`config.mk`:
```
export PLATFORM = sky130hd
export DESIGN_NAME = bit_branch_increment_exec
export DESIGN_NICKNAME = d
export VERILOG_FILES = /design/src/bit_branch_pkg.sv /design/src/bit_branch_increment_exec.sv
export SDC_FILE = /design/constraint.sdc
export NUM_CORES = 1
export LEC_CHECK = 0
export BUFFER_PORTS_ARGS = -buffer_cell sky130_fd_sc_hd__buf_2
export CORE_UTILIZATION = 51
export DETAILED_ROUTE_END_ITERATION = 6
export HOLD_SLACK_MARGIN = 0.1
export PLACE_DENSITY = 0.77
export SLEW_MARGIN = 20
export SYNTH_ARGS = -nofsm -noshare
export SYNTH_HDL_FRONTEND = slang
export SYNTH_SLANG_ARGS = --single-unit
```
`constraint.sdc`:
```
create_clock -name ref_clk -period 3.2 [get_ports ref_clk]
set_input_delay 0.48 -clock ref_clk [delete_from_list [all_inputs] [get_ports ref_clk]]
set_output_delay 0.48 -clock ref_clk [all_outputs]
set_load 0.05 [all_outputs]
```
`src/bit_branch_pkg.sv`:
```
// Shared constants and types for the four-instruction execute block.
// Assumes a fetch path that follows pc and a byte-wide register file.
// Functional notes
// RQ1: Toggle op inverts only addressed register bit
// RQ2: Bank flag clear selects fast bank
// RQ3: Overflow branch taken only when overflow set
// RQ4: Taken branch adds doubled signed offset
// RQ5: Target is instruction address plus two plus offset
// RQ6: Taken branch two cycles, untaken branch one
// RQ7: Two-word jump loads twenty-bit target at bit one
// RQ8: Jump reaches the whole program space
// RQ9: Jump always two cycles, second is idle
// RQ10: Increment op adds one to selected register
// RQ11: Destination flag picks accumulator or source register
// RQ12: Increment updates carry, digit carry, negative, overflow, zero
// RQ13: Toggle, increment: one cycle, read Q2, write Q4; accumulator and flags load at the end of Q3
package bit_branch_pkg;

    // Widths
    localparam int PC_W = 21;
    localparam int RF_ADDR_W = 12;

    // Opcode fields and their values
    localparam logic [3:0] TOGGLE_CODE = 4'h7;
    localparam logic [7:0] BRANCH_OVERFLOW_CODE = 8'he4;
    localparam logic [7:0] JUMP_FIRST_CODE = 8'hef;
    localparam logic [3:0] JUMP_SECOND_CODE = 4'hf;
    localparam logic [5:0] INC_CODE = 6'h0a;

    // Operand field positions
    localparam int BANK_FLAG_BIT = 8;
    localparam int DEST_FLAG_BIT = 9;
    localparam int BIT_IDX_LO = 9;

    // Fast bank split: low half maps to one bank, high half to another
    localparam logic [7:0] FAST_SPLIT = 8'h80;
    localparam logic [3:0] FAST_LO_BANK = 4'h0;
    localparam logic [3:0] FAST_HI_BANK = 4'hf;

    // Counter step and data corner values
    localparam logic [PC_W-1:0] PC_STEP = 21'h000002;
    localparam logic [7:0] BYTE_ONE = 8'h01;
    localparam logic [7:0] BYTE_ALL = 8'hff;
    localparam logic [7:0] BYTE_MAXPOS = 8'h7f;
    localparam logic [3:0] NIB_ALL = 4'hf;
    localparam logic [7:0] BYTE_ZERO = 8'h00;
    localparam logic [PC_W-1:0] PC_RESET = 21'h000000;

    // Four clock phases of one instruction cycle
    typedef enum logic [3:0] {
        PH_Q1 = 4'h1,
        PH_Q2 = 4'h2,
        PH_Q3 = 4'h4,
        PH_Q4 = 4'h8
    } phase_t;

    // Decoded operation of the current cycle
    typedef enum logic [5:0] {
        OP_NOP = 6'h01,
        OP_TOGGLE = 6'h02,
        OP_BRANCH = 6'h04,
        OP_JUMP1 = 6'h08,
        OP_JUMP2 = 6'h10,
        OP_INC = 6'h20
    } op_t;

    // Register file access strobe with address and data
    typedef struct packed {
        logic en;
        logic [RF_ADDR_W-1:0] addr;
        logic [7:0] data;
    } rf_req_t;

    // Arithmetic status flags
    typedef struct packed {
        logic negative;
        logic overflow_flag;
        logic zero;
        logic digit_carry_flag;
        logic carry;
    } status_t;

    localparam status_t STATUS_RESET = 5'h00;
    localparam rf_req_t RF_IDLE = 21'h000000;

endpackage

```
`src/bit_branch_increment_exec.sv`:
```
// Decode and execute for bit toggle, overflow branch, absolute jump and
// increment. Assumes the fetch path presents the word at pc during Q1
// and the register file answers a read within the Q2 clock.
`timescale 1ns/10ps
`default_nettype none

module bit_branch_increment_exec (
    input wire logic ref_clk,
    input wire logic rst,
    input wire logic [15:0] instr_word,
    input wire logic [3:0] bank_select_register,
    input wire logic [7:0] rf_rd_data,
    output logic [bit_branch_pkg::PC_W-1:0] pc,
    output logic rf_rd_en,
    output logic [bit_branch_pkg::RF_ADDR_W-1:0] rf_rd_addr,
    output bit_branch_pkg::rf_req_t rf_wr,
    output logic [7:0] acc,
    output bit_branch_pkg::status_t status,
    output bit_branch_pkg::phase_t phase
);

    // Operation decode of a freshly fetched word
    function automatic bit_branch_pkg::op_t op_decode(
        input logic [15:0] w
    );
        if (w[15:12] == bit_branch_pkg::TOGGLE_CODE) begin
            op_decode = bit_branch_pkg::OP_TOGGLE;
        end else if (w[15:8] == bit_branch_pkg::BRANCH_OVERFLOW_CODE) begin
            op_decode = bit_branch_pkg::OP_BRANCH;
        end else if (w[15:8] == bit_branch_pkg::JUMP_FIRST_CODE) begin
            op_decode = bit_branch_pkg::OP_JUMP1;
        end else if (w[15:10] == bit_branch_pkg::INC_CODE) begin
            op_decode = bit_branch_pkg::OP_INC;
        end else begin
            // Anything else is executed as a plain one-cycle no-op
            op_decode = bit_branch_pkg::OP_NOP;
        end
    endfunction

    // Banked register address from flag, address byte and bank select
    function automatic logic [bit_branch_pkg::RF_ADDR_W-1:0] bank_addr(
        input logic a,
        input logic [7:0] f,
        input logic [3:0] bsel
    );
        logic [3:0] bank;
        bank = bsel;
        if (!a) begin
            // Fast bank ignores the bank select value [RQ2]
            bank = (f < bit_branch_pkg::FAST_SPLIT) ?
                bit_branch_pkg::FAST_LO_BANK : bit_branch_pkg::FAST_HI_BANK;
        end
        bank_addr = {bank, f};
    endfunction

    // Phase state
    bit_branch_pkg::phase_t phase_r, phase_nxt;

    // Datapath state
    logic [bit_branch_pkg::PC_W-1:0] pc_r, pc_nxt; // Address of current word
    logic [15:0] ir_r, ir_nxt; // Latched instruction word
    bit_branch_pkg::op_t op_r, op_nxt; // Operation of this cycle
    logic [bit_branch_pkg::RF_ADDR_W-1:0] addr_r, addr_nxt; // Banked address
    logic rd_en_r, rd_en_nxt; // Read strobe, high through Q2
    logic [7:0] data_r, data_nxt; // Operand read in Q2
    bit_branch_pkg::rf_req_t wr_r, wr_nxt; // Write strobe, high through Q4
    logic [7:0] acc_r, acc_nxt; // Accumulator
    bit_branch_pkg::status_t status_r, status_nxt; // Flags
    logic flush_r, flush_nxt; // Current cycle is the idle cycle of a branch
    logic jump_pend_r, jump_pend_nxt; // Next word is a jump's second word
    logic [7:0] jump_lo_r, jump_lo_nxt; // Low target byte of a pending jump

    // Helper terms for the process phase
    logic [7:0] inc_val;
    logic [7:0] bit_mask;
    logic [bit_branch_pkg::PC_W-1:0] branch_target;

    assign inc_val = data_r + bit_branch_pkg::BYTE_ONE;
    assign bit_mask = bit_branch_pkg::BYTE_ONE <<
        ir_r[bit_branch_pkg::BIT_IDX_LO +: 3];
    // Counter not yet advanced, so two is added; offset is signed and doubled
    assign branch_target = pc_r + bit_branch_pkg::PC_STEP +
        {{12{ir_r[7]}}, ir_r[7:0], 1'b0}; // [RQ4] [RQ5]

    // Phase sequencer: four clocks make one instruction cycle
    always_comb begin
        case (phase_r)
            bit_branch_pkg::PH_Q1: phase_nxt = bit_branch_pkg::PH_Q2;
            bit_branch_pkg::PH_Q2: phase_nxt = bit_branch_pkg::PH_Q3;
            bit_branch_pkg::PH_Q3: phase_nxt = bit_branch_pkg::PH_Q4;
            bit_branch_pkg::PH_Q4: phase_nxt = bit_branch_pkg::PH_Q1;
            default: phase_nxt = bit_branch_pkg::PH_Q1;
        endcase
    end

    // Phase register
    always_ff @(posedge ref_clk) begin
        if (rst) begin
            phase_r <= bit_branch_pkg::PH_Q1;
        end else begin
            phase_r <= phase_nxt;
        end
    end

    // Next values of the datapath, stepped by phase
    always_comb begin
        pc_nxt = pc_r;
        ir_nxt = ir_r;
        op_nxt = op_r;
        addr_nxt = addr_r;
        rd_en_nxt = rd_en_r;
        data_nxt = data_r;
        wr_nxt = wr_r;
        acc_nxt = acc_r;
        status_nxt = status_r;
        flush_nxt = flush_r;
        jump_pend_nxt = jump_pend_r;
        jump_lo_nxt = jump_lo_r;
        case (phase_r)
            // Q1: decode the fetched word
            bit_branch_pkg::PH_Q1: begin
                ir_nxt = instr_word;
                addr_nxt = bank_addr(instr_word[bit_branch_pkg::BANK_FLAG_BIT],
                    instr_word[7:0], bank_select_register); // [RQ2]
                if (flush_r) begin
                    // Word fetched behind a taken branch is discarded [RQ6]
                    op_nxt = bit_branch_pkg::OP_NOP;
                end else if (jump_pend_r) begin
                    // Second jump word; a stray word is only skipped [RQ7]
                    op_nxt = (instr_word[15:12] ==
                        bit_branch_pkg::JUMP_SECOND_CODE) ?
                        bit_branch_pkg::OP_JUMP2 : bit_branch_pkg::OP_NOP;
                end else begin
                    op_nxt = op_decode(instr_word); // [RQ1] [RQ3] [RQ10]
                end
                // Only the register operations read in Q2 [RQ13]
                rd_en_nxt = !flush_r && !jump_pend_r &&
                    (op_decode(instr_word) == bit_branch_pkg::OP_TOGGLE ||
                    op_decode(instr_word) == bit_branch_pkg::OP_INC);
            end
            // Q2: capture operand at the end of the read strobe
            bit_branch_pkg::PH_Q2: begin
                rd_en_nxt = 1'b0;
                data_nxt = rf_rd_data; // [RQ13]
            end
            // Q3: process data and arm the Q4 write
            bit_branch_pkg::PH_Q3: begin
                case (op_r)
                    bit_branch_pkg::OP_TOGGLE: begin
                        // Only the indexed bit flips; flags untouched [RQ1]
                        wr_nxt = {1'b1, addr_r, data_r ^ bit_mask};
                    end
                    bit_branch_pkg::OP_INC: begin
                        if (ir_r[bit_branch_pkg::DEST_FLAG_BIT]) begin
                            wr_nxt = {1'b1, addr_r, inc_val}; // [RQ10] [RQ11]
                        end else begin
                            acc_nxt = inc_val; // [RQ11]
                        end
                        // Wrap of all-ones sets zero and both carries [RQ12]
                        status_nxt.carry = (data_r == bit_branch_pkg::BYTE_ALL);
                        status_nxt.digit_carry_flag =
                            (data_r[3:0] == bit_branch_pkg::NIB_ALL);
                        status_nxt.zero =
                            (inc_val == bit_branch_pkg::BYTE_ZERO);
                        status_nxt.negative = inc_val[7];
                        status_nxt.overflow_flag =
                            (data_r == bit_branch_pkg::BYTE_MAXPOS);
                    end
                    default: begin
                        // Branch and jump change no flags [RQ3]
                        wr_nxt = bit_branch_pkg::RF_IDLE;
                    end
                endcase
            end
            // Q4: write strobe ends, counter updates
            bit_branch_pkg::PH_Q4: begin
                wr_nxt = bit_branch_pkg::RF_IDLE;
                pc_nxt = pc_r + bit_branch_pkg::PC_STEP;
                case (op_r)
                    bit_branch_pkg::OP_BRANCH: begin
                        if (status_r.overflow_flag) begin
                            // Taken: load target and idle one cycle [RQ3] [RQ6]
                            pc_nxt = branch_target; // [RQ4] [RQ5]
                            flush_nxt = 1'b1;
                        end
                    end
                    bit_branch_pkg::OP_JUMP1: begin
                        // Keep low byte, then fetch the second word [RQ7]
                        jump_lo_nxt = ir_r[7:0];
                        jump_pend_nxt = 1'b1;
                    end
                    bit_branch_pkg::OP_JUMP2: begin
                        // Idle cycle loads the full 20-bit target [RQ8] [RQ9]
                        pc_nxt = {ir_r[11:0], jump_lo_r, 1'b0}; // [RQ7]
                        jump_pend_nxt = 1'b0;
                    end
                    default: begin
                        if (flush_r) begin
                            // Counter already holds the branch target [RQ6]
                            pc_nxt = pc_r;
                        end
                        jump_pend_nxt = 1'b0;
                    end
                endcase
                if (op_r != bit_branch_pkg::OP_BRANCH) begin
                    flush_nxt = 1'b0;
                end
            end
            default: begin
                wr_nxt = bit_branch_pkg::RF_IDLE;
            end
        endcase
    end

    // Datapath registers
    always_ff @(posedge ref_clk) begin
        if (rst) begin
            pc_r <= bit_branch_pkg::PC_RESET;
            ir_r <= 16'h0000;
            op_r <= bit_branch_pkg::OP_NOP;
            addr_r <= 12'h000;
            rd_en_r <= 1'b0;
            data_r <= bit_branch_pkg::BYTE_ZERO;
            wr_r <= bit_branch_pkg::RF_IDLE;
            acc_r <= bit_branch_pkg::BYTE_ZERO;
            status_r <= bit_branch_pkg::STATUS_RESET;
            flush_r <= 1'b0;
            jump_pend_r <= 1'b0;
            jump_lo_r <= bit_branch_pkg::BYTE_ZERO;
        end else begin
            pc_r <= pc_nxt;
            ir_r <= ir_nxt;
            op_r <= op_nxt;
            addr_r <= addr_nxt;
            rd_en_r <= rd_en_nxt;
            data_r <= data_nxt;
            wr_r <= wr_nxt;
            acc_r <= acc_nxt;
            status_r <= status_nxt;
            flush_r <= flush_nxt;
            jump_pend_r <= jump_pend_nxt;
            jump_lo_r <= jump_lo_nxt;
        end
    end

    // Outputs straight from flops
    assign pc = pc_r;
    assign rf_rd_en = rd_en_r;
    assign rf_rd_addr = addr_r;
    assign rf_wr = wr_r;
    assign acc = acc_r;
    assign status = status_r;
    assign phase = phase_r;

endmodule

`default_nettype wire

```
Word level (Yosys, flattened, before mapping)

Cells that the tools add are included.

Output and inout bits: 72
Bits of input ports: 30
Register bits after elaboration: 108
Logic and storage cells: 89

Shifts and indexed selects: 1
Magnitude comparators: 1
Reductions and logical operators: 17
Bitwise operators: 4
Add/subtract/negate cells: 3
Equality and inequality tests: 22
Multiplexer cells: 22

Operator list:

| kind                                                  | count |
|---|---|
| case mux 21 bit (2 select lines)                      | 2 |
| two-way mux 21 bit                                    | 3 |
| case mux 21 bit (3 select lines)                      | 1 |
| two-way mux 6 bit                                     | 7 |
| equality test 8 bit, second input constant            | 3 |
| adder 21 x 2 -> 21 bit, second input constant         | 1 |
| adder 21 bit                                          | 1 |
| equality test 4 bit, second input constant            | 3 |
| equality test 6 x 2 -> 1 bit, second input constant   | 2 |
| equality test 6 x 4 -> 1 bit, second input constant   | 2 |
| equality test 6 bit, second input constant            | 2 |
| case mux 4 bit (3 select lines)                       | 1 |
| AND reduction 2 bit                                   | 5 |
| adder 8 x 1 -> 8 bit, second input constant           | 1 |
| equality test 4 x 3 -> 1 bit, second input constant   | 2 |
| equality test 8 x 7 -> 1 bit, second input constant   | 1 |
| zero test 8 bit                                       | 1 |
| < comparator 8 bit, second input constant             | 1 |
| two-way mux 4 bit                                     | 2 |
| << shifter 1 x 3 -> 8 bit, first input constant       | 1 |
| bitwise XOR 8 bit                                     | 1 |
| equality test 6 x 3 -> 1 bit, second input constant   | 1 |
| equality test 6 x 5 -> 1 bit, second input constant   | 1 |
| inequality test 6 x 3 -> 1 bit, second input constant | 1 |
| other kinds (14)                                      | 24 |

Logic depth before layout (Yosys ltp)

Gate-level depths: netlist of run 1.

Depth after elaboration: 10
Gate-level depth with buffers: 13
Mapped depth without buffers: 13

Least setup slack after synthesis of run 1

No wires, ideal clock.

Kind: reg-to-reg
Start: reg pc_r (netlist bit pc[1])
End: reg pc_r (netlist bit pc[20])
Data required time: 3078 ps
Library setup time: 122 ps
Period minus slack after synthesis: 3835 ps
Buffers on the path: 0
Arrival: 3712 ps
Cell stages (with the launch flop): 14
Slack: -635 ps
Cell sequence: dfxtp_1 ha_1 nand3_1 nor3_1 nand2_1 xnor2_1 ha_1 a21oi_1 o21ai_0 a221o_1 a21o_1 or4b_1 o2111ai_1 nor2_1

Longest elaborated chain between the ends: 4
Elaborated cells on any way between the ends: 5
Those cells by class: add/sub: 2; mux: 3

RTL lines:

| item                                 | RTL line                                                          | RTL |
|---|---|---|
| start, declared                      | bit_branch_increment_exec.sv:60                                   | `logic [bit_branch_pkg::PC_W-1:0] pc_r, pc_nxt;` |
| start signal, assigned               | bit_branch_increment_exec.sv:218                                  | `pc_r <= bit_branch_pkg::PC_RESET;` |
| start signal, assigned               | bit_branch_increment_exec.sv:231                                  | `pc_r <= pc_nxt;` |
| adder 21 x 2 -> 21 bit (*)           | bit_branch_increment_exec.sv:82, bit_branch_increment_exec.sv:178 |  |
| adder 21 bit                         | bit_branch_increment_exec.sv:82                                   | `assign branch_target = pc_r + bit_branch_pkg::PC_STEP +` |
| two-way mux 21 bit                   | bit_branch_increment_exec.sv:181                                  | `if (status_r.overflow_flag) begin` |
| case mux 21 bit (3 select lines) (*) | bit_branch_increment_exec.sv:179                                  | `case (op_r)` |

Every way passes the cells marked *; elsewhere a longest branch is shown, timed or not. The select of a mux whose other input is x is not followed.
A chain may end at the register's enable or synchronous reset.

Final worst setup path of run 1

Ends and elaborated chain as after synthesis.

==> results of run 1 <==
==> power groups by stage <==
stage	combinational, mW	sequential (mW)	clock [mW]
after floorplan	0.377	1.41	0
after global placement	0.587	1.38	0
after detailed placement	0.597	1.38	0
after CTS	0.599	1.35	1.15
after global routing	0.661	1.36	1.21
final	0.610	1.35	1.14
==> cell usage after synthesis, types with 3 or more instances <==
cell type / number / share of area, %
a21oi_1: 55 / 4.8
o2111ai_1: 3 / 0.45
nand2_1: 83 / 5.4
o21a_1: 3 / 0.39
and3_1: 11 / 1.2
o22ai_1: 6 / 0.65
clkbuf_1: 28 / 1.8
a21o_1: 12 / 1.6
nand3b_1: 4 / 0.52
o221ai_1: 4 / 0.60
inv_1: 10 / 0.65
a221oi_1: 17 / 2.6
or3_1: 5 / 0.54
buf_4: 9 / 1.2
nand3_1: 14 / 1.2
buf_2: 6 / 0.52
nor3b_1: 4 / 0.52
ha_1: 24 / 5.2
and2_1: 3 / 0.32
buf_1: 4 / 0.26
a31oi_1: 4 / 0.43
xnor2_1: 31 / 4.7
o21ai_0: 35 / 3.0
dfxtp_1: 99 / 34
nor3_1: 12 / 1.0
a32oi_1: 3 / 0.45
a221o_1: 5 / 0.86
a22oi_1: 25 / 3.2
o31ai_1: 4 / 0.52
nor2_1: 92 / 6.0
nor4b_1: 4 / 0.60
xor2_1: 12 / 1.8
nor4_1: 5 / 0.54
nor2b_1: 4 / 0.43
a211oi_1: 16 / 2.1
nand4_1: 7 / 0.76
nand2b_1: 4 / 0.43
mux2i_1: 10 / 1.7
==> state kept, by name, summed over array words and instances (netlist names), 5 cells and up <==
name,count
status,5
data_r,8
op_r,6
pc,20
ir_r,12
jump_lo_r,8
acc,8
rf_wr,21
==> cells by family after synthesis <==
logic type | Yosys count | synth area share (%)
AOI/OAI and AO/OA | 206 | 23.67
DFF | 99 | 34.20
muxes | 11 | 1.987
buffers and inverters | 57 | 4.405
adders and majority gates | 25 | 5.528
and+or+nand+nor | 273 | 23.65
other | 1 | 0.06472
xor gates and xnor gates | 43 | 6.500
==> timing repair <==
| item | in CTS | in global routing |
|---|---|---|
| resized for setup | 0 | 15 |
| setup endpoints to repair | 0 | 3 |
| buffers inserted | 0 | 3 |
==> critical path, cell delays in order, from the launching register on <==
cell,delay (ns)
dfxtp_4,0.37
ha_4,0.16
nand3_4,0.09
nor3_4,0.22
buf_4,0.15
nand3_2,0.09
xnor2_2,0.22
ha_1,0.28
a21o_1,0.18
a221o_1,0.34
a21o_1,0.20
or4b_1,0.50
o2111ai_1,0.11
nor2_1,0.07
==> layout by cell type, fill, tap and decap left out, drive strengths merged, types with 5 or more instances in the layout <==
| cell | instances |
|---|---|
| a211oi | 16 |
| a21o | 13 |
| a21oi | 55 |
| a221o | 5 |
| a221oi | 17 |
| a22oi | 25 |
| and3 | 12 |
| buf | 133 |
| clkbuf | 11 |
| dfxtp | 99 |
| ha | 24 |
| inv | 12 |
| mux2i | 10 |
| nand2 | 83 |
| nand3 | 15 |
| nand4 | 10 |
| nor2 | 93 |
| nor3 | 15 |
| nor3b | 5 |
| nor4 | 5 |
| nor4b | 5 |
| o21ai | 37 |
| o22ai | 6 |
| or3 | 5 |
| xnor2 | 31 |
| xor2 | 12 |
==> path summary, 6_finish.rpt <==
path | startpoint | to | slack, ns | cells past startpoint
setup / recovery | pc[1] | pc[20] | 0.09 | 13
hold reg to reg | status[2] | status[2] | 0.47 | 2
setup reg to reg | pc[1] | pc[20] | 0.09 | 13
hold / removal | rf_rd_data[4] | data_r[4] | 0.35 | 3
==> metrics by stage <==
step	hold WS, ns	instances	utilization (%)	power (mW)	setup TNS (ns)
final	0.3545	956	63.78	3.103	0
after detailed placement	0.4612	938	59.90	1.974	0
after CTS	0.3534	953	62.72	3.102	0
after global placement	0.4449	938	59.90	1.962	0
after floorplan	0.4364	715	-	1.791	0
after global routing	0.3678	956	63.78	3.231	-0.02375
==> area by class of cell <==
cell class | instances | area (µm²)
Multi-Input combinational cell | 559 | 3689
Sequential cell | 99 | 2016
Inverter | 10 | 37.54
Tap cell | 140 | 175.2
Fill cell | 957 | 3961
Clock buffer | 11 | 252.7
Clock inverter | 4 | 56.30
Timing Repair Buffer | 133 | 748.2
==> routing by layer <==
metal	vias up	global-route usage, %	share of wire, %
li1	2793	-	-
met5	-	0	0
met3	36	5.546	6.9
met2	252	48.64	48
met4	0	13.71	2.8
met1	2750	37.14	43
==> flow_summary.ini, run 1 <==
[status]
status = finished, final reports clean

[die]
core_area_um2 = 10940
die_area_um2 = 11790
row_count = 38
die_h_um = 108.6
initial_core_util_pct = 52.99
chipWidth_um = 108.6
io_pins = 102

[routing]
drc = 0
drtAntennaViolNets = 0
wl_per_cell_um = 17.84
num_vias = 5831
vias_per_cell = 6.099
finalWirelength_um = 17050
drtIter0Drc = 498
firstDrtPassIters = 5

[clocking]
worstSkewPairLatency_ns = 0.35
cts_tree = yes
cts_hold_buf = 0
cts_made_buffers = 9
htree_levels = 3
cts.reportedPaths.clkPinSlew_ns = 0.07
clock-sinks = 99
clk_path_buf_depth = 2
root_buffer = clkbuf_16

[critical_path]
critPathCaptureType = register
start_kind = register
critPathKind = reg -> reg
worst_ep_required_time_ns = 3.43
worstPathMaxFanout = 4
cp.arrival_ns = 3.35

[worst_hold_path]
hold_class = in -> reg

[synth]
syn-instance-count = 715
syn_nets = 770
synthFlopType = dfxtp_1
synth.avg_cell_area_um2 = 8.104
async_reset_ff_share_pct = 0
syn_area_um2 = 5794
synth_edf_count = 0
ys_ff_latch = 99
yosys.cell_types.count = 69
ys_warn_count = 0
ys_seq_area_share_pct = 34.20

[power]
p_clk_share_pct = 36.8
power.switching_mw = 0.9738
comb_power_share_pct = 19.7
power_density_nw_per_um2 = 444.9
seqPwrFrac_pct = 43.6
leakagePower_nw = 3.081
switching_share_pct = 31.38
ir_drop_uv = 274.7
internal-power_mw = 2.129

[grt]
antenna_found_initial = 0
grt_max_degree = 52
grt_pass1_wl_um = 27190
grt_overflow = 0
grt_pass1_vias = 5586
grt_usage_pct = 29.53

[timing]
finalCritPeriodShare_pct = 97.29
worst_slew_pin_slew_ns = 0.9665
fmax_mhz = 321.2
finClkSkew_ns = 0.008171
fin_crit_ns = 3.113
slew_violations = 0
setup_ws_ns = 0.08672
setup-violations-final = 0
final-hold-violation-count = 0
relSlewSlack_pct = 35.56

[flow_run]
cap_violations = 0

[final_layout]
syn_to_final_growth_pct = 20.36
design_area_um2 = 6974
drive_gt1_share_pct = 24.26
nNetsFinal = 867
antenna_cells = 0

[placement]
place.gp.congestion = 0.9667
port_buffers = 100
pre_cts_ws_ns = 0.04184
place_hpwl_um = 12230
placed_area_um2 = 6550
(Power assumes the default switching activity.)
==> inputs of run 2 (changes only) <==
- BUFFER_PORTS_ARGS: -buffer_cell sky130_fd_sc_hd__buf_2 -> -buffer_cell sky130_fd_sc_hd__clkbuf_2
- CORE_UTILIZATION: 51 -> 45
- PLACE_DENSITY: 0.77 -> 0.69
==> flow_summary.ini, run 2 (synthesis results as in run 1) <==
[status]
status = finished, final reports clean

[power]
ir_drop_uv = 324.1
comb_power_share_pct = 19.4
switching_share_pct = 33.35
p_clk_share_pct = 36.1
internal-power_mw = 2.043
power.total_mw = 3.065
leakagePower_nw = 3.027
power_density_nw_per_um2 = 432.4
power.switching_mw = 1.022
seqPwrFrac_pct = 44.5

[routing]
wl_per_cell_um = 17.40
top_layer = met4
finalWirelength_um = 17220
drc = 0
wl_met1_um = 7660
drtIter0Drc = 444
dr_wl_met3_um = 1153
num_vias = 5871
drtAntennaViolNets = 0
firstDrtPassIters = 4
vias_per_cell = 5.930
wl_met2_um = 7939

[die]
chipWidth_um = 115.5
die_h_um = 115.5
core_area_um2 = 12570
die_area_um2 = 13330
io_pins = 102
initial_core_util_pct = 46.10
row_count = 41

[timing]
final-hold-violation-count = 0
worst_slew_pin_slew_ns = 0.8656
fmax_mhz = 321.2
relSlewSlack_pct = 42.29
finalCritPeriodShare_pct = 97.28
hold_ws_ns = 0.3408
setup-violations-final = 0
fin_crit_ns = 3.113
slew_violations = 0
finClkSkew_ns = 0.007606

[placement]
place_hpwl_um = 12440
place.gp.congestion = 0.9363
port_buffers = 100

[clocking]
worstSkewPairLatency_ns = 0.35
cts_hold_buf = 0
clk_path_buf_depth = 2
htree_levels = 3
root_buffer = clkbuf_16
cts.reportedPaths.clkPinSlew_ns = 0.07
clock-sinks = 99
cts_tree = yes
cts_made_buffers = 9

[worst_hold_path]
hold_class = in -> reg
min_path_cells = 3

[critical_path]
ff2ff_path_depth = 13
critPathCaptureType = register
start_kind = register
worstPathMaxFanout = 5
critPathKind = reg -> reg
cp.arrival_ns = 3.36
worst_ep_required_time_ns = 3.44

[final_layout]
nNetsFinal = 868
final_common_cell = clkbuf_2
drive_gt1_share_pct = 25.92
antenna_cells = 0
final_cell_mix = 100 x clkbuf_2, 92 x nor2_1, 84 x dfxtp_1, 81 x nand2_1, 51 x a21oi_1
syn_to_final_growth_pct = 22.35
largest_register_ffs = 21
fin_util_pct = 56.41
fill_cells = 1185

[grt]
grt_pass1_wl_um = 26650
grt_usage_pct = 25.57
grt_pass1_vias = 5256
grt_overflow = 0
grt_max_degree = 80
antenna_found_initial = 0

[flow_run]
cap_violations = 0
-- run 2: changes by cell type in the layout (fill, tap and decap cells not counted), moves of 3 or more --
cell | previous run | this run
buf_2 | 100 | 0
clkbuf_2 | 0 | 100
ha_1 | 22 | 17
ha_4 | 2 | 5
inv_8 | 0 | 3
-- run 2: routing by layer --
layer,track usage (%),up-vias
li1,-,2812
met4,12.47,0
met3,3.923,29
met2,40.60,215
met1,33.93,2815
met5,0,-
-- run 2: power by group through the flow --
| stage | sequential [mW] | combinational [mW] | clock [mW] |
|---|---|---|---|
| finish | 1.36 | 0.595 | 1.11 |
| global route | 1.37 | 0.643 | 1.16 |
| CTS | 1.36 | 0.578 | 1.12 |
| detailed placement | 1.39 | 0.571 | 0 |
| global placement | 1.39 | 0.561 | 0 |
| floorplan | 1.41 | 0.377 | 0 |
-- run 2: stage by stage --
step	instances	setup TNS [ns]	worst slack, ns	area [µm²]
floorplan	715	0	0.002971	5861
global placement	964	0	0.08772	6545
detailed placement	964	0	0.009237	6545
CTS	984	0	0.01158	6889
global route	990	-0.01872	-0.01217	7089
finish	990	0	0.08711	7089
-- run 2: area by class of cell --
| class | count | area, µm² | share of cell area [%] |
|---|---|---|---|
| tap | 172 | 215.2 | 3.036 |
| sequential | 99 | 2016 | 28.43 |
| clock buffer | 11 | 242.7 | 3.424 |
| timing repair buffer | 134 | 763.2 | 10.77 |
| multi-input combinational | 559 | 3764 | 53.09 |
| inverter | 10 | 37.54 | 0.5295 |
| clock inverter | 5 | 51.30 | 0.7236 |
-- run 2: final timing paths --
path	from	to	slack, ns
min reg2reg	rf_wr[0]	rf_wr[0]	0.47
max	pc[1]	pc[20]	0.09
max reg2reg	pc[1]	pc[20]	0.09
min	rf_rd_data[0]	data_r[0]	0.34
-- run 2: what timing repair did --
item,CTS,global route
resized for setup,3,26
setup buffers,4,6
endpoints found under the setup margin,1,2
pin swaps,4,12
-- run 2: critical path: stages, from the launching register on --
cell       delay (ns)
dfxtp_4          0.36
buf_4            0.14
nand4_4          0.11
nor3_4           0.30
buf_6            0.15
nand2_2          0.06
xnor2_2          0.26
ha_4             0.26
and3_1           0.18
a221o_1          0.31
a21o_1           0.20
or4b_4           0.52
o2111ai_2        0.10
nor2_1           0.07
==> inputs of run 3 (changes only) <==
- ABC_AREA: unset -> 1
==> flow_summary.ini, run 3 <==
[routing]
finalWirelength_um = 19140
vias_per_cell = 5.460
drtIter0Drc = 598
firstDrtPassIters = 5
wl_met1_um = 8732
wl_per_cell_um = 15.88
dr_wl_met3_um = 1778
num_vias = 6579
top_layer = met4
wl_met2_um = 8304
drc = 0
drtAntennaViolNets = 0

[synth]
synth_top_area_share_pct = 31.91
synth_edf_count = 0
post-synth-top-count-cell = nand2_1
ys_ff_latch = 99
syn_area_um2 = 6211
syn_nets = 993
ys_warn_count = 0
netlist_top_cells_count = 202 x nand2_1, 106 x inv_1, 99 x dfxtp_1
synth_area_leaders = dfxtp_1 32%, nand2_1 12%, a21oi_1 7.6%
synth.avg_cell_area_um2 = 6.621
synthFlopType = dfxtp_1
synth_top_area_cell = dfxtp_1
ys_seq_area_share_pct = 31.91
yosys.cell_types.count = 50
async_reset_ff_share_pct = 0
syn-instance-count = 938

[final_layout]
instances_no_fill = 1205
antenna_cells = 0
syn_to_final_growth_pct = 15.98
seq_area_um2 = 1992
largest_register_ffs = 21
nNetsFinal = 1079
final_cell_mix = 202 x nand2_1, 106 x inv_1, 100 x clkbuf_2, 94 x a21oi_1, 91 x dfxtp_1
multi_input_area_um2 = 3595
final_common_cell = nand2_1
drive_gt1_share_pct = 17.30
fill_cells = 1359

[critical_path]
critPathKind = reg -> reg
cp.arrival_ns = 3.07
critPathCaptureType = register
reg2reg_slack_ns = 0.38
worstPathMaxFanout = 6
worst_ep_required_time_ns = 3.46
start_kind = register

[clocking]
cts_made_buffers = 9
clock-sinks = 99
postCtsSetupRepairBufs = 0
worstSkewPairLatency_ns = 0.36
root_buffer = clkbuf_16
cts_resized = 0
clk_path_buf_depth = 2
cts.reportedPaths.clkPinSlew_ns = 0.08
cts_hold_buf = 0
cts_tree = yes
htree_levels = 3

[power]
ir_drop_uv = 350.0
seqPwrFrac_pct = 42.0
power.switching_mw = 1.077
leakagePower_nw = 3.205
internal-power_mw = 2.187
switching_share_pct = 33.00
p_clk_share_pct = 37.9
comb_power_share_pct = 20.1
power_density_nw_per_um2 = 453.2

[grt]
grt_pass1_vias = 5818
grt_max_degree = 40
antenna_found_initial = 0
grt_pass1_wl_um = 30380
grt_usage_pct = 27.09
grt_overflow = 0

[die]
die_h_um = 119.5
core_area_um2 = 13350
initial_core_util_pct = 46.53
die_area_um2 = 14280
row_count = 42
chipWidth_um = 119.5
io_pins = 102

[placement]
dpl.cell_count = 1189
port_buffers = 100
place.gp.congestion = 0.9960
place_hpwl_um = 14480

[status]
status = finished, final reports clean

[timing]
final-hold-violation-count = 0
relSlewSlack_pct = 48.61
setup-violations-final = 0
finClkSkew_ns = 0.01279
fmax_mhz = 355.0
finalSetupTns_ns = 0
slew_violations = 0
fin_crit_ns = 2.817
finalCritPeriodShare_pct = 88.03
rsz0062_at_grt = no
worst_slew_pin_slew_ns = 0.7681

[worst_hold_path]
hold_class = in -> reg

[flow_run]
cap_violations = 0
run 3: changes by cell type after synthesis, moves of 10 or more:
cell and delta:
and3_1 -11, xnor2_1 -25, a31oi_1 +10, nand3_1 +48
mux2i_1 -10, a211oi_1 -14, a221oi_1 -16, a22oi_1 -22
a21o_1 -11, nand2_1 +119, a21oi_1 +39, o21ai_0 +42
inv_1 +96
run 3: logic make-up after synthesis:
logic type      count (synthesis)  share of synthesized area (%)
other cells                     1                        0.06038
fa+ha+maj                      25                          5.157
compound gates                228                          20.67
flops                          99                          31.91
buf+inv                       156                          10.58
simple gates                  408                          28.67
xor+xnor                       21                          2.961
run 3: worst max-delay path, cell delays in order, from the launching register on:
cell and delay (ns):
dfxtp_1 0.42, nand2_1 0.09, nor2_2 0.16, nand2_2 0.11, nor2_4 0.17, nand3_2 0.11
nor2_2 0.11, nand3_1 0.11, and2_1 0.18, ha_1 0.38, nand2_1 0.09, nor2_1 0.13
nand2_1 0.06, inv_1 0.07, nand4_1 0.07, nand3_1 0.14, inv_1 0.05, nand2_1 0.06
nand3_1 0.06, nand2_1 0.07, a21oi_1 0.05
run 3: stage by stage:
stage | utilization, % | instance area [µm²] | setup WS [ns] | hold WS [ns] | total power, mW
global route | 53.97 | 7203 | 0.008032 | 0.3434 | 3.399
detailed placement | 51.21 | 6835 | 0.3086 | 0.4546 | 2.046
CTS | 53.72 | 7171 | 0.2922 | 0.3368 | 3.267
global placement | 51.21 | 6835 | 0.3718 | 0.4546 | 2.043
finish | 53.97 | 7203 | 0.3829 | 0.3398 | 3.265
floorplan | - | 6211 | 0.2371 | 0.4575 | 1.869
run 3: cell type report:
cell class,instances,share of cell area (%)
multi-input combinational,683,49.90
inverter,116,6.045
clock inverter,6,1.338
clock buffer,10,3.318
tap,176,3.057
timing repair buffer,115,8.685
sequential,99,27.65
run 3: layer usage:
layer	vias up	GRT usage (%)
li1	3276	-
met1	3012	37.69
met2	267	41.04
met3	24	7.088
met4	0	7.344
met5	-	0
run 3: power groups by stage:
stage	combinational (mW)	sequential [mW]	clock [mW]
2_1_floorplan	0.450	1.42	0
3_3_place_gp	0.647	1.40	0
3_5_place_dp	0.649	1.40	0
4_1_cts	0.651	1.37	1.25
5_1_grt	0.720	1.38	1.30
6_report	0.657	1.37	1.24
run 3: final timing paths:
| path | endpoint | from | cells past startpoint |
|---|---|---|---|
| min | data_r[1] | rf_rd_data[1] | 3 |
| max reg2reg | pc[20] | pc[6] | 20 |
| min reg2reg | rf_wr[11] | rf_wr[11] | 2 |
| max | pc[20] | pc[6] | 20 |
